### config.mk
export PLATFORM = sky130hd
export DESIGN_NAME = phc_ctrl
export DESIGN_NICKNAME = d
export VERILOG_FILES = /design/src/phc_pkg.sv /design/src/phc_cal_if.sv /design/src/phc_cal_seq.sv /design/src/phc_ctrl.sv
export SDC_FILE = /design/constraint.sdc
export NUM_CORES = 1
export LEC_CHECK = 0
export ABC_AREA = 1
export BUFFER_PORTS_ARGS = -buffer_cell sky130_fd_sc_hd__buf_2
export CAP_MARGIN = 15
export CORE_ASPECT_RATIO = 0.5
export CORE_MARGIN = 2
export CORE_UTILIZATION = 25
export CTS_CLUSTER_SIZE = 24
export DETAILED_ROUTE_END_ITERATION = 10
export SETUP_SLACK_MARGIN = 0.15
export SLEW_MARGIN = 10
export SYNTH_ARGS = -nofsm -noshare
export SYNTH_HDL_FRONTEND = slang
export SYNTH_SLANG_ARGS = --single-unit
### constraint.sdc
create_clock -name clk_i -period 15.1 [get_ports clk_i]
set_input_delay 3.02 -clock clk_i [delete_from_list [all_inputs] [get_ports clk_i]]
set_output_delay 3.02 -clock clk_i [all_outputs]
set_load 0.005 [all_outputs]
### src/phc_pkg.sv
// Register map, field positions and encodings for the holdover and calibration block
package phc_pkg;
  // Register offsets
  localparam logic [9:0] ADDR_LOCK_CAL = 10'h018;
  localparam logic [9:0] ADDR_LD_PIN = 10'h01a;
  localparam logic [9:0] ADDR_REF_SEL = 10'h01c;
  localparam logic [9:0] ADDR_HOLD = 10'h01d;
  localparam logic [9:0] ADDR_STATUS = 10'h01f;
  localparam logic [9:0] ADDR_CH0 = 10'h191;
  localparam logic [9:0] ADDR_CH1 = 10'h194;
  localparam logic [9:0] ADDR_CH2 = 10'h197;
  localparam logic [9:0] ADDR_CH3 = 10'h19a;
  localparam logic [9:0] ADDR_VCO_DIV = 10'h1e0;
  localparam logic [9:0] ADDR_UPDATE = 10'h232;
  // Reset values
  localparam logic [7:0] RST_VALUE = 8'h00;
  // Lock and calibration control fields
  localparam int CAL_START_BIT = 0;
  localparam int CAL_DIV_LSB = 1;
  localparam int DLD_DISABLE_BIT = 3;
  localparam int LD_COUNT_LSB = 5;
  // Lock detect pin control field
  localparam logic [5:0] LD_MODE_CURRENT_SRC = 6'h04;
  // Reference control fields
  localparam int REF_BUF_LSB = 1;
  localparam int REF_PREFER_B_BIT = 3;
  localparam int REF_AUTO_SW_BIT = 4;
  // Holdover control fields
  localparam int HOLD_EN_BIT = 0;
  localparam int HOLD_EXT_BIT = 1;
  localparam int LD_COMP_EN_BIT = 3;
  // Channel divider and update fields
  localparam int CH_IGNORE_SYNC_BIT = 6;
  localparam int UPDATE_BIT = 0;
  // Status bits
  localparam int ST_DLD_BIT = 0;
  localparam int ST_REF_A_LOW_BIT = 1;
  localparam int ST_REF_B_LOW_BIT = 2;
  localparam int ST_VCO_LOW_BIT = 3;
  localparam int ST_HOLD_BIT = 4;
  localparam int ST_CAL_DONE_BIT = 6;
  // Lock detect cycle counts per code
  localparam logic [7:0] LD_COUNT_00 = 8'd5;
  localparam logic [7:0] LD_COUNT_01 = 8'd16;
  localparam logic [7:0] LD_COUNT_10 = 8'd64;
  localparam logic [7:0] LD_COUNT_11 = 8'd255;
  // Calibration length in divided calibration clocks
  localparam int CAL_CYCLES = 4400;
  // Holdover states, Gray along armed, hold, rearm
  typedef enum logic [1:0] {
    HS_ARMED = 2'b00,
    HS_HOLD = 2'b01,
    HS_REARM = 2'b11
  } phc_hold_state_t;
  // Calibration states, Gray along the sequence
  typedef enum logic [2:0] {
    CS_IDLE = 3'b000,
    CS_SYNC = 3'b001,
    CS_RUN = 3'b011,
    CS_RELEASE = 3'b010,
    CS_CLOSE = 3'b110
  } phc_cal_state_t;
endpackage : phc_pkg

### src/phc_cal_if.sv
// Signals between the control top and the calibration sequencer
`timescale 1ns/10ps
interface phc_cal_if;
  logic trigger;
  logic [1:0] div_sel;
  logic pfd_tick;
  logic out_sync;
  logic loop_open;
  logic done;
  modport ctrl (output trigger, output div_sel, output pfd_tick,
    input out_sync, input loop_open, input done);
  modport seq (input trigger, input div_sel, input pfd_tick,
    output out_sync, output loop_open, output done);
endinterface : phc_cal_if

### src/phc_cal_seq.sv
// Calibration sequencer: sync, calibrate, release, close loop
`timescale 1ns/10ps
module phc_cal_seq #(
  parameter int CAL_LEN = phc_pkg::CAL_CYCLES
) (
  // Clock and reset
  input wire logic clk_i,
  input wire logic sys_rst_i,
  // Link to control top
  phc_cal_if.seq cal
);
  // Refuse lengths the 16-bit cycle counter cannot serve
  if (CAL_LEN < 2 || CAL_LEN > 65535) begin : g_len_check
    $error("CAL_LEN out of range");
  end

  phc_pkg::phc_cal_state_t state;
  phc_pkg::phc_cal_state_t next_state;
  logic [3:0] div_cnt;
  logic [15:0] cyc_cnt;
  logic [3:0] div_last;
  logic cal_tick;
  logic cal_end;

  // Calibration clock tick every 2, 4, 8 or 16 phase detector cycles
  assign div_last = 4'((16'd2 << cal.div_sel) - 16'd1);
  assign cal_tick = cal.pfd_tick && (div_cnt == div_last);
  assign cal_end = cal_tick && (cyc_cnt == 16'(CAL_LEN - 1));

  // Next state of the sequence
  always_comb begin
    next_state = state;
    unique case (state)
      phc_pkg::CS_IDLE: if (cal.trigger) next_state = phc_pkg::CS_SYNC;
      phc_pkg::CS_SYNC: next_state = phc_pkg::CS_RUN;
      phc_pkg::CS_RUN: if (cal_end) next_state = phc_pkg::CS_RELEASE;
      phc_pkg::CS_RELEASE: next_state = phc_pkg::CS_CLOSE;
      phc_pkg::CS_CLOSE: next_state = phc_pkg::CS_IDLE;
      default: next_state = phc_pkg::CS_IDLE;
    endcase
  end

  // State, divider and cycle counter
  always_ff @(posedge clk_i or posedge sys_rst_i) begin
    if (sys_rst_i) begin
      state <= phc_pkg::CS_IDLE;
      div_cnt <= 4'h0;
      cyc_cnt <= 16'h0000;
    end else begin
      state <= next_state;
      if (state != phc_pkg::CS_RUN) begin
        div_cnt <= 4'h0;
        cyc_cnt <= 16'h0000;
      end else if (cal.pfd_tick) begin
        div_cnt <= cal_tick ? 4'h0 : div_cnt + 4'h1;
        if (cal_tick) cyc_cnt <= cyc_cnt + 16'h0001;
      end
    end
  end

  // Sync, loop and completion outputs
  always_ff @(posedge clk_i or posedge sys_rst_i) begin
    if (sys_rst_i) begin
      cal.out_sync <= 1'b0;
      cal.loop_open <= 1'b0;
      cal.done <= 1'b0;
    end else begin
      cal.out_sync <= (next_state == phc_pkg::CS_SYNC) || (next_state == phc_pkg::CS_RUN);
      cal.loop_open <= (next_state != phc_pkg::CS_IDLE);
      if (state == phc_pkg::CS_CLOSE) cal.done <= 1'b1; // set wins over a late trigger
      else if (cal.trigger) cal.done <= 1'b0;
    end
  end
endmodule : phc_cal_seq

### src/phc_ctrl.sv
// Holdover control, lock detect, reference selection and register file
`timescale 1ns/10ps
// How it works
// - Holdover enable bit gates both holdover modes
// - Sync pin falling edge tri-states charge pump
// - Exit only on reference edge after sync high
// - Exit pulses B counter reset, prescaler untouched
// - Per-channel ignore-sync bit keeps outputs running; calibration still stops them
// - Automatic mode tri-states on sensed lock loss
// - Comparator off means pin sensed high
// - Automatic holdover ends on reference edge
// - No re-entry until sensed pin high again
// - Holdover follows the selected reference only
// - Lock counter code sets consecutive cycles
// - Disable bit zero enables digital lock
// - Code 000100b selects current-source pin mode
// - External bit zero selects automatic holdover
// - Switchover, preference and buffer enable fields
// - Three low-frequency monitor flags in status
// - Status bit reads one after calibration
// - Sync, calibrate, release, then close loop
// - Calibration clock is phase detector divided
// - Calibration lasts 4400 divided clocks
module phc_ctrl #(
  parameter int NUM_CH = 4,
  parameter int CAL_LEN = phc_pkg::CAL_CYCLES
) (
  // Clock and reset
  input wire logic clk_i,
  input wire logic sys_rst_i,
  // Register port from the serial control port
  input wire logic reg_wr_i,
  input wire logic reg_rd_i,
  input wire logic [9:0] reg_addr_i,
  input wire logic [7:0] reg_wdata_i,
  output logic [7:0] reg_rdata_o,
  // Pins and phase detector events
  input wire logic sync_n_i,
  input wire logic lock_detect_pin_i,
  input wire logic ref_input_a_edge_i,
  input wire logic ref_input_b_edge_i,
  input wire logic phase_detector_tick_i,
  input wire logic phase_detector_in_window_i,
  // Frequency monitor comparators
  input wire logic ref_input_a_low_i,
  input wire logic ref_input_b_low_i,
  input wire logic vco_low_i,
  input wire logic clk_input_low_i,
  input wire logic clk_input_sel_i,
  // Analog side controls
  output logic charge_pump_out_tristate_o,
  output logic b_counter_reset_o,
  output logic digital_lock_indicator_o,
  output logic current_source_lock_indicator_o,
  output logic ref_use_b_o,
  output logic [1:0] ref_buf_en_o,
  output logic [NUM_CH-1:0] channel_out_en_o,
  output logic [2:0] vco_div_sel_o,
  output logic vco_loop_open_o
);
  // The register map holds exactly four channel dividers
  if (NUM_CH != 4) begin : g_ch_check
    $error("NUM_CH must be 4");
  end

  // Lock detect count for a two-bit code
  function automatic logic [7:0] ld_count(input logic [1:0] code);
    unique case (code)
      2'b00: ld_count = phc_pkg::LD_COUNT_00;
      2'b01: ld_count = phc_pkg::LD_COUNT_01;
      2'b10: ld_count = phc_pkg::LD_COUNT_10;
      2'b11: ld_count = phc_pkg::LD_COUNT_11;
    endcase
  endfunction : ld_count

  // Shadow registers written by the host, active copies after update
  logic [7:0] sh_lock_cal, sh_ld_pin, sh_ref_sel, sh_hold, sh_vco_div;
  logic [7:0] ac_lock_cal, ac_ld_pin, ac_ref_sel, ac_hold, ac_vco_div;
  logic [7:0] sh_ch [NUM_CH];
  logic [7:0] ac_ch [NUM_CH];
  logic [7:0] status;
  logic [7:0] next_rdata;
  logic [NUM_CH-1:0] ch_sel;
  logic upd_wr;
  logic do_update;

  // Address decode
  assign ch_sel = {reg_addr_i == phc_pkg::ADDR_CH3, reg_addr_i == phc_pkg::ADDR_CH2,
                   reg_addr_i == phc_pkg::ADDR_CH1, reg_addr_i == phc_pkg::ADDR_CH0};
  assign upd_wr = reg_wr_i && (reg_addr_i == phc_pkg::ADDR_UPDATE);
  assign do_update = upd_wr && reg_wdata_i[phc_pkg::UPDATE_BIT];

  // Host writes into the shadow set
  always_ff @(posedge clk_i or posedge sys_rst_i) begin
    if (sys_rst_i) begin
      sh_lock_cal <= phc_pkg::RST_VALUE;
      sh_ld_pin <= phc_pkg::RST_VALUE;
      sh_ref_sel <= phc_pkg::RST_VALUE;
      sh_hold <= phc_pkg::RST_VALUE;
      sh_vco_div <= phc_pkg::RST_VALUE;
      for (int i = 0; i < NUM_CH; i++) sh_ch[i] <= phc_pkg::RST_VALUE;
    end else if (reg_wr_i) begin
      if (reg_addr_i == phc_pkg::ADDR_LOCK_CAL) sh_lock_cal <= reg_wdata_i;
      if (reg_addr_i == phc_pkg::ADDR_LD_PIN) sh_ld_pin <= reg_wdata_i;
      if (reg_addr_i == phc_pkg::ADDR_REF_SEL) sh_ref_sel <= reg_wdata_i;
      if (reg_addr_i == phc_pkg::ADDR_HOLD) sh_hold <= reg_wdata_i;
      if (reg_addr_i == phc_pkg::ADDR_VCO_DIV) sh_vco_div <= reg_wdata_i;
      for (int i = 0; i < NUM_CH; i++) if (ch_sel[i]) sh_ch[i] <= reg_wdata_i;
    end
  end

  // Update strobe copies shadow to active; the strobe itself self-clears
  always_ff @(posedge clk_i or posedge sys_rst_i) begin
    if (sys_rst_i) begin
      ac_lock_cal <= phc_pkg::RST_VALUE;
      ac_ld_pin <= phc_pkg::RST_VALUE;
      ac_ref_sel <= phc_pkg::RST_VALUE;
      ac_hold <= phc_pkg::RST_VALUE;
      ac_vco_div <= phc_pkg::RST_VALUE;
      for (int i = 0; i < NUM_CH; i++) ac_ch[i] <= phc_pkg::RST_VALUE;
    end else if (do_update) begin
      ac_lock_cal <= sh_lock_cal;
      ac_ld_pin <= sh_ld_pin;
      ac_ref_sel <= sh_ref_sel;
      ac_hold <= sh_hold;
      ac_vco_div <= sh_vco_div;
      for (int i = 0; i < NUM_CH; i++) ac_ch[i] <= sh_ch[i];
    end
  end

  // Calibration trigger: calibrate bit rising in the active copy
  phc_cal_if cal_link ();
  logic cal_trig;
  assign cal_trig = do_update && sh_lock_cal[phc_pkg::CAL_START_BIT]
                    && !ac_lock_cal[phc_pkg::CAL_START_BIT];
  assign cal_link.trigger = cal_trig;
  assign cal_link.div_sel = ac_lock_cal[phc_pkg::CAL_DIV_LSB +: 2];
  assign cal_link.pfd_tick = phase_detector_tick_i;

  phc_cal_seq #(
    .CAL_LEN(CAL_LEN)
  ) u_cal (
    .clk_i(clk_i),
    .sys_rst_i(sys_rst_i),
    .cal(cal_link.seq)
  );

  // Digital lock detector: consecutive in-window cycles
  logic [7:0] ld_cnt;
  logic digital_lock_indicator;
  logic dld_en;
  logic [7:0] ld_target;
  assign dld_en = !ac_lock_cal[phc_pkg::DLD_DISABLE_BIT];
  assign ld_target = ld_count(ac_lock_cal[phc_pkg::LD_COUNT_LSB +: 2]);
  always_ff @(posedge clk_i or posedge sys_rst_i) begin
    if (sys_rst_i) begin
      ld_cnt <= 8'h00;
      digital_lock_indicator <= 1'b0;
    end else if (!dld_en) begin
      ld_cnt <= 8'h00;
      digital_lock_indicator <= 1'b0;
    end else if (phase_detector_tick_i) begin
      if (!phase_detector_in_window_i) begin
        ld_cnt <= 8'h00;
        digital_lock_indicator <= 1'b0;
      end else if (ld_cnt != ld_target) begin
        ld_cnt <= ld_cnt + 8'h01;
        digital_lock_indicator <= (ld_cnt + 8'h01) == ld_target;
      end
    end
  end

  // Reference selection and monitored flags
  logic use_b;
  logic next_use_b;
  logic prefer_b;
  logic auto_sw;
  logic vco_mon_low;
  assign prefer_b = ac_ref_sel[phc_pkg::REF_PREFER_B_BIT];
  assign auto_sw = ac_ref_sel[phc_pkg::REF_AUTO_SW_BIT];
  assign next_use_b = !auto_sw ? prefer_b :
                      (prefer_b ? !(ref_input_b_low_i && !ref_input_a_low_i)
                                : (ref_input_a_low_i && !ref_input_b_low_i));
  assign vco_mon_low = clk_input_sel_i ? clk_input_low_i : vco_low_i;

  // Holdover control
  phc_pkg::phc_hold_state_t hstate;
  phc_pkg::phc_hold_state_t next_hstate;
  logic hold_en, hold_ext, comp_en;
  logic sync_n_q;
  logic sync_fall;
  logic ld_sensed;
  logic ref_edge;
  logic exit_hold;
  assign hold_en = ac_hold[phc_pkg::HOLD_EN_BIT];
  assign hold_ext = ac_hold[phc_pkg::HOLD_EXT_BIT];
  assign comp_en = ac_hold[phc_pkg::LD_COMP_EN_BIT];
  assign sync_fall = sync_n_q && !sync_n_i;
  assign ld_sensed = comp_en ? lock_detect_pin_i : 1'b1;
  assign ref_edge = use_b ? ref_input_b_edge_i : ref_input_a_edge_i;
  assign exit_hold = (hstate == phc_pkg::HS_HOLD) && ref_edge
                     && (!hold_ext || sync_n_i);

  // Next holdover state
  always_comb begin
    next_hstate = hstate;
    if (!hold_en) begin
      next_hstate = phc_pkg::HS_ARMED;
    end else begin
      unique case (hstate)
        phc_pkg::HS_ARMED: begin
          if (hold_ext ? sync_fall : !ld_sensed) next_hstate = phc_pkg::HS_HOLD;
        end
        phc_pkg::HS_HOLD: begin
          if (exit_hold) next_hstate = hold_ext ? phc_pkg::HS_ARMED : phc_pkg::HS_REARM;
        end
        phc_pkg::HS_REARM: begin
          if (hold_ext || ld_sensed) next_hstate = phc_pkg::HS_ARMED;
        end
        default: next_hstate = phc_pkg::HS_ARMED;
      endcase
    end
  end

  // Channel enable: off while sync low unless ignored, and during calibration
  logic [NUM_CH-1:0] next_ch_en;
  always_comb begin
    for (int i = 0; i < NUM_CH; i++) begin
      next_ch_en[i] = !cal_link.out_sync
                      && (sync_n_i || ac_ch[i][phc_pkg::CH_IGNORE_SYNC_BIT]);
    end
  end

  // Holdover state and charge pump controls
  always_ff @(posedge clk_i or posedge sys_rst_i) begin
    if (sys_rst_i) begin
      hstate <= phc_pkg::HS_ARMED;
      sync_n_q <= 1'b1;
      use_b <= 1'b0;
      charge_pump_out_tristate_o <= 1'b0;
      b_counter_reset_o <= 1'b0;
    end else begin
      hstate <= next_hstate;
      sync_n_q <= sync_n_i;
      use_b <= next_use_b;
      charge_pump_out_tristate_o <= (next_hstate == phc_pkg::HS_HOLD);
      b_counter_reset_o <= exit_hold && hold_en;
    end
  end

  // Lock pin drives the current-source indicator only in its own mode
  logic ld_mode_cs;
  assign ld_mode_cs = (ac_ld_pin[5:0] == phc_pkg::LD_MODE_CURRENT_SRC);

  // Registered side outputs
  always_ff @(posedge clk_i or posedge sys_rst_i) begin
    if (sys_rst_i) begin
      digital_lock_indicator_o <= 1'b0;
      current_source_lock_indicator_o <= 1'b0;
      ref_use_b_o <= 1'b0;
      ref_buf_en_o <= 2'b00;
      channel_out_en_o <= '0;
      vco_div_sel_o <= 3'h0;
      vco_loop_open_o <= 1'b0;
    end else begin
      digital_lock_indicator_o <= digital_lock_indicator;
      current_source_lock_indicator_o <= digital_lock_indicator && ld_mode_cs;
      ref_use_b_o <= use_b;
      ref_buf_en_o <= ac_ref_sel[phc_pkg::REF_BUF_LSB +: 2];
      channel_out_en_o <= next_ch_en;
      vco_div_sel_o <= ac_vco_div[2:0];
      vco_loop_open_o <= cal_link.loop_open;
    end
  end

  // Status and read data
  always_comb begin
    status = 8'h00;
    status[phc_pkg::ST_DLD_BIT] = digital_lock_indicator;
    status[phc_pkg::ST_REF_A_LOW_BIT] = ref_input_a_low_i;
    status[phc_pkg::ST_REF_B_LOW_BIT] = ref_input_b_low_i;
    status[phc_pkg::ST_VCO_LOW_BIT] = vco_mon_low;
    status[phc_pkg::ST_HOLD_BIT] = charge_pump_out_tristate_o;
    status[phc_pkg::ST_CAL_DONE_BIT] = cal_link.done;
    next_rdata = 8'h00;
    unique case (reg_addr_i)
      phc_pkg::ADDR_LOCK_CAL: next_rdata = sh_lock_cal;
      phc_pkg::ADDR_LD_PIN: next_rdata = sh_ld_pin;
      phc_pkg::ADDR_REF_SEL: next_rdata = sh_ref_sel;
      phc_pkg::ADDR_HOLD: next_rdata = sh_hold;
      phc_pkg::ADDR_STATUS: next_rdata = status;
      phc_pkg::ADDR_CH0: next_rdata = sh_ch[0];
      phc_pkg::ADDR_CH1: next_rdata = sh_ch[1];
      phc_pkg::ADDR_CH2: next_rdata = sh_ch[2];
      phc_pkg::ADDR_CH3: next_rdata = sh_ch[3];
      phc_pkg::ADDR_VCO_DIV: next_rdata = sh_vco_div;
      default: next_rdata = 8'h00;
    endcase
  end

  // Read data register
  always_ff @(posedge clk_i or posedge sys_rst_i) begin
    if (sys_rst_i) reg_rdata_o <= 8'h00;
    else if (reg_rd_i) reg_rdata_o <= next_rdata;
  end
endmodule : phc_ctrl

Word level (Yosys, flattened, before mapping)
Cells that the tools add are included.
{"block": "totals", "register_bits": 187, "in_bits": 33, "wordCells": 158}
{"block": "classes", "addsub": 4, "n_eq_ne": 30, "shift": 1, "n_mux": 33, "reduce_logical": 51}
{"cell": "8-bit case mux with 10 select lines", "count": 1}
{"cell": "10-bit by 5-bit equality test with 1-bit output, second input constant", "count": 5}
{"cell": "10-bit by 9-bit equality test with 1-bit output, second input constant", "count": 5}
{"cell": "16-bit 2-to-1 mux", "count": 3}
{"cell": "8-bit 2-to-1 mux", "count": 4}
{"cell": "8-bit case mux with 4 select lines", "count": 1}
{"cell": "2-bit AND reduction", "count": 11}
{"cell": "1-bit logical AND", "count": 17}
{"cell": "16-bit by 1-bit adder with 16-bit output, second input constant", "count": 1}
{"cell": "16-bit by 13-bit equality test with 1-bit output, second input constant", "count": 1}
{"cell": "1-bit 2-to-1 mux", "count": 12}
{"cell": "4-bit 2-to-1 mux", "count": 3}
{"cell": "3-bit case mux with 4 select lines", "count": 1}
{"cell": "10-bit equality test, second input constant", "count": 1}
{"cell": "2-bit 2-to-1 mux", "count": 5}
{"cell": "3-bit by 2-bit equality test with 1-bit output, second input constant", "count": 3}
{"cell": "8-bit by 1-bit adder with 8-bit output, second input constant", "count": 1}
{"cell": "8-bit equality test", "count": 1}
{"cell": "1-bit logical NOT", "count": 8}
{"cell": "8-bit != test", "count": 1}
{"cell": "2-bit nonzero test", "count": 4}
{"cell": "1-bit logical OR", "count": 7}
{"cell": "2-bit by 1-bit equality test with 1-bit output, second input constant", "count": 3}
{"cell": "2-bit equality test, second input constant", "count": 3}
{"cell": "14 further kinds", "count": 17}

Depth between registers and ports, before layout
{"block": "depth", "ltp_word": 9, "ltp_mapped": 13, "ltp_nobuf": 12}

Modules after synthesis
From an unflattened synthesis, not the netlist that was laid out.
{"block": "hier_totals", "hier_cells": 1043, "hier_area_um2": 8429.3}
{"mod": "phc_ctrl", "n_inst": 1, "cells_each": 829, "area_each_um2": 6861.6}
{"mod": "phc_cal_seq", "n_inst": 1, "cells_each": 214, "area_each_um2": 1567.8}

Worst setup path before layout
Ideal clock, no wire load.
{"block": "synth_path", "kind": "input to register", "startpoint": "input reg_wr_i", "endpoint": "register ac_hold[3]", "t_arrival_ns": 4.020, "path_slack_ns": 10.953, "cell_stages": 6, "cell_sequence": "buf_4 > nand4_1 > inv_1 > nand4_2 > buf_4 > mux2_1"}
{"block": "synth_between", "elab_chain_len": 2}
{"element": "start: declaration", "line": "phc_ctrl.sv:32", "source": "input wire logic reg_wr_i,"}
{"element": "1-bit logical AND", "line": "phc_ctrl.sv:90", "source": "assign upd_wr = reg_wr_i && (reg_addr_i == phc_pkg::ADDR_UPDATE);"}
{"element": "1-bit logical AND", "line": "phc_ctrl.sv:91", "source": "assign do_update = upd_wr && reg_wdata_i[phc_pkg::UPDATE_BIT];"}
{"element": "end signal: assignment", "line": "phc_ctrl.sv:118", "source": "ac_hold <= phc_pkg::RST_VALUE;"}
{"element": "end signal: assignment", "line": "phc_ctrl.sv:125", "source": "ac_hold <= sh_hold;"}
{"element": "end: declaration", "line": "phc_ctrl.sv:78", "source": "logic [7:0] ac_lock_cal, ac_ld_pin, ac_ref_sel, ac_hold, ac_vco_div;"}
Every way passes these cells.
A chain may end at the register's enable or synchronous reset.

Worst setup path in the final report
{"block": "layout_path", "startpoint": "input reg_addr_i[5]", "endpoint": "register sh_hold[4]"}
{"block": "layout_between", "elab_chain_len": 2}
{"element": "start: declaration", "line": "phc_ctrl.sv:34", "source": "input wire logic [9:0] reg_addr_i,"}
{"element": "10-bit by 5-bit equality test with 1-bit output", "line": "phc_ctrl.sv:106", "source": "if (reg_addr_i == phc_pkg::ADDR_HOLD) sh_hold <= reg_wdata_i;"}
{"element": "2-bit AND reduction (no line)"}
{"element": "end signal: assignment", "line": "phc_ctrl.sv:99", "source": "sh_hold <= phc_pkg::RST_VALUE;"}
{"element": "end signal: assignment", "line": "phc_ctrl.sv:106"}
{"element": "end: declaration", "line": "phc_ctrl.sv:77", "source": "logic [7:0] sh_lock_cal, sh_ld_pin, sh_ref_sel, sh_hold, sh_vco_div;"}
Every way passes these cells.

==> results.cfg <==
[worst_setup_path]
worst_ep_arrival_time_ns = 4.95
critPathLaunchType = input port
endpoint_kind = flip-flop
required_ns = 15.38
path_class = input port to flip-flop
path_max_fanout = 20

[timing]
rsz0062_at_grt = no
fmax_mhz = 214
tightest_slew_ns = 0.995
holdWs_ns = 0.347
setup_tns_ns = 0
finalMaxSlewViolations = 0
max_slew_margin = 0.336
fin_skew_ns = 0.0109
finalCritPeriodShare = 0.309
setup_viol = 0
hold_viol_final = 0
fin_crit_ns = 4.67

[logic_synthesis]
synth-async-reset-ratio = 1.00
synthAdderAreaFrac = 0.0109
syn_area_um2 = 8040
synthDistinctLibCells = 44
synth_top_family_by_area = simple AND/OR/NAND/NOR gates
synth_nets = 988
yosysSeqAreaShare = 0.498
muxShareOfSynthArea = 0.0280
synth_compound_area_frac = 0.0893
synthSimpleGateAreaFrac = 0.301
yosysTopAreaCellShare = 0.495
postSynthAreaPerCell_um2 = 8.48
ys_ff_latch = 160
yosys_warnings = 0
synth_edf_count = 0
synth_xor_area_frac = 0.00653
synth.area.top_cells = dfrtp_1 (49%), nand2_1 (11%), o21ai_0 (5.0%)
ys.flop_type = dfrtp_1
synth_common_cells = nand2_1 (242), dfrtp_1 (159), nor2_1 (97)
synth.most_common_cell = nand2_1
postSynthCellCount = 948
synth_top_cell_by_area = dfrtp_1

[clock_network]
hold_buffers = 0
cts_made_buffers = 17
clkTransAtPathRegs_ns = 0.06
htreeDepth = 4
clockBufferDepth = 2
clock-sinks = 160
root_buffer = clkbuf_16
clk_latency_ns = 0.43
cts_tree = done
post-cts-setup-buffers = 0
ctsResizeCount = 0

[place]
gp_congestion = 0.859
place_hpwl_um = 14500
place_inst = 1409
portBuffers = 55

[cells_and_area]
fill_cells = 3394
multi_input_area_um2 = 3500
drive_gt1_frac = 0.158
seq_area_um2 = 4010
syn_to_final_growth_pct = 15.6
final_nets = 1036
diodes = 0
instances_no_fill = 1440

[pwr]
p_per_area_nw_per_um2 = 100
leakagePower_nw = 4.43
combPwrFrac = 0.052
internal-power_uw = 717
peakVddDrop_mv = 0.0594
seqPwrFrac = 0.471
pwr-share-clk = 0.477
total_power_uw = 932
p_switching_uw = 215
switching_share = 0.231

[run]
maxCapViolCount = 0

[drt]
vias = 6477
drc = 0
wl_per_cell_um = 14.3
via_per_inst = 4.50
totalWireLength_um = 20500
ant_nets = 0
drtIter0Drc = 590
firstDrtPassIters = 5

[global_route]
grt_pass1_wl_um = 33200
grt.total_usage = 0.126
antenna_found_initial = 0
first_global_vias = 6150
grt.overflow.total = 0
grt_max_degree = 108

[die]
ios = 56
core_um2 = 31700
start_util = 0.254
fp.dieW_um = 258
die_h_um = 131
placementRows = 46
die-area_um2 = 33700

[run_status]
outcome = finished clean

[worst_hold_path]
hold_class = flip-flop to flip-flop
## cell families (layout without fill, tap and decap cells)
kind of cell / Yosys count / in the layout
muxes: 20 / 20
adders and majority gates: 7 / 7
AOI/OAI and AO/OA: 124 / 124
DFF: 160 / 160
buffers and inverters: 121 / 181
and+or+nand+nor: 510 / 510
xor gates and xnor gates: 6 / 6
## layer usage
metal | GRT usage | wire, um | up-vias
met5 | 0 | 0 | -
met4 | 0.0571 | 645 | 0
met3 | 0.0245 | 776 | 35
met2 | 0.205 | 9420 | 117
met1 | 0.165 | 9690 | 3090
li1 | - | - | 3235
## worst max-delay path, cell delays in order
cell and delay, ns:
buf_2 0.12, inv_1 0.05, nand2_1 0.08, nor2_2 0.78, nand4_2 0.57, nand2_1 0.21, o21ai_0 0.11
## registers in the layout, summed over array words and instances (netlist names), 2 cells and up
name and cells:
sh_lock_cal 8, sh_ref_sel 8, ac_vco_div 3, sh_hold 8
ac_hold 3, u_cal.cyc_cnt 16, u_cal.div_cnt 4, sh_ch 32
hstate 2, ac_ch 4, sh_vco_div 8, ref_buf_en_o 2
reg_rdata_o 8, sh_ld_pin 8, ac_ld_pin 6, ld_cnt 8
channel_out_en_o 4, ac_ref_sel 4, u_cal.state 3, ac_lock_cal 6
vco_div_sel_o 3
## final timing paths
check | from | end | slack [ns] | cells past startpoint
setup / recovery | reg_addr_i[5] | sh_hold[4] | 10.43 | 7
hold / removal | u_cal.cal.loop_open | vco_loop_open_o | 0.35 | 0
setup reg to reg | u_cal.state[2] | u_cal.div_cnt[3] | 12.62 | 8
hold reg to reg | u_cal.cal.loop_open | vco_loop_open_o | 0.35 | 0
max in group asynchronous | sys_rst_i | reg_rdata_o[4] | 11.02 | 3
min in group asynchronous | sys_rst_i | vco_div_sel_o[1] | 2.81 | 2
## layout by cell type (no fill, tap or decap), types with 4 or more instances in the layout
cell / n
nand2_1: 242
mux2_2: 17
nor2_8: 4
xor2_1: 6
nor3_1: 6
o21ai_2: 16
o21ai_1: 5
nand3_1: 67
inv_2: 4
dfrtp_1: 159
a21oi_1: 6
nand3_2: 4
nor2_4: 4
nor2_2: 5
o21ai_0: 81
buf_2: 55
ha_1: 7
nand4_1: 58
clkbuf_16: 17
nand4_2: 4
clkinvlp_4: 4
inv_1: 87
o21a_1: 6
nor2_1: 97
## cell type report
cell class                      instances  share of cell area
Sequential cell                       160               0.431
Tap cell                              432              0.0581
Inverter                               94              0.0388
Multi-Input combinational cell        667               0.377
Clock inverter                         10              0.0145
Clock buffer                           21              0.0506
Timing Repair Buffer                   56              0.0304
## power by group through the flow
stage,Sequential [mW],Combinational (mW),Clock [mW]
5_1_grt,0.439,0.0556,0.467
4_1_cts,0.439,0.0499,0.450
6_report,0.439,0.0488,0.445
2_1_floorplan,0.445,0.0324,0
3_3_place_gp,0.447,0.0494,0
3_5_place_dp,0.447,0.0497,0
## stage by stage
stage	worst slack, ns	util	instance area (um^2)
final	10.43	0.294	9300
after global routing	10.26	0.294	9300
after CTS	10.47	0.294	9300
after detailed placement	10.04	0.275	8690
after global placement	10.09	0.275	8690
after floorplan	7.76	-	8040
(Power assumes the default switching activity.)
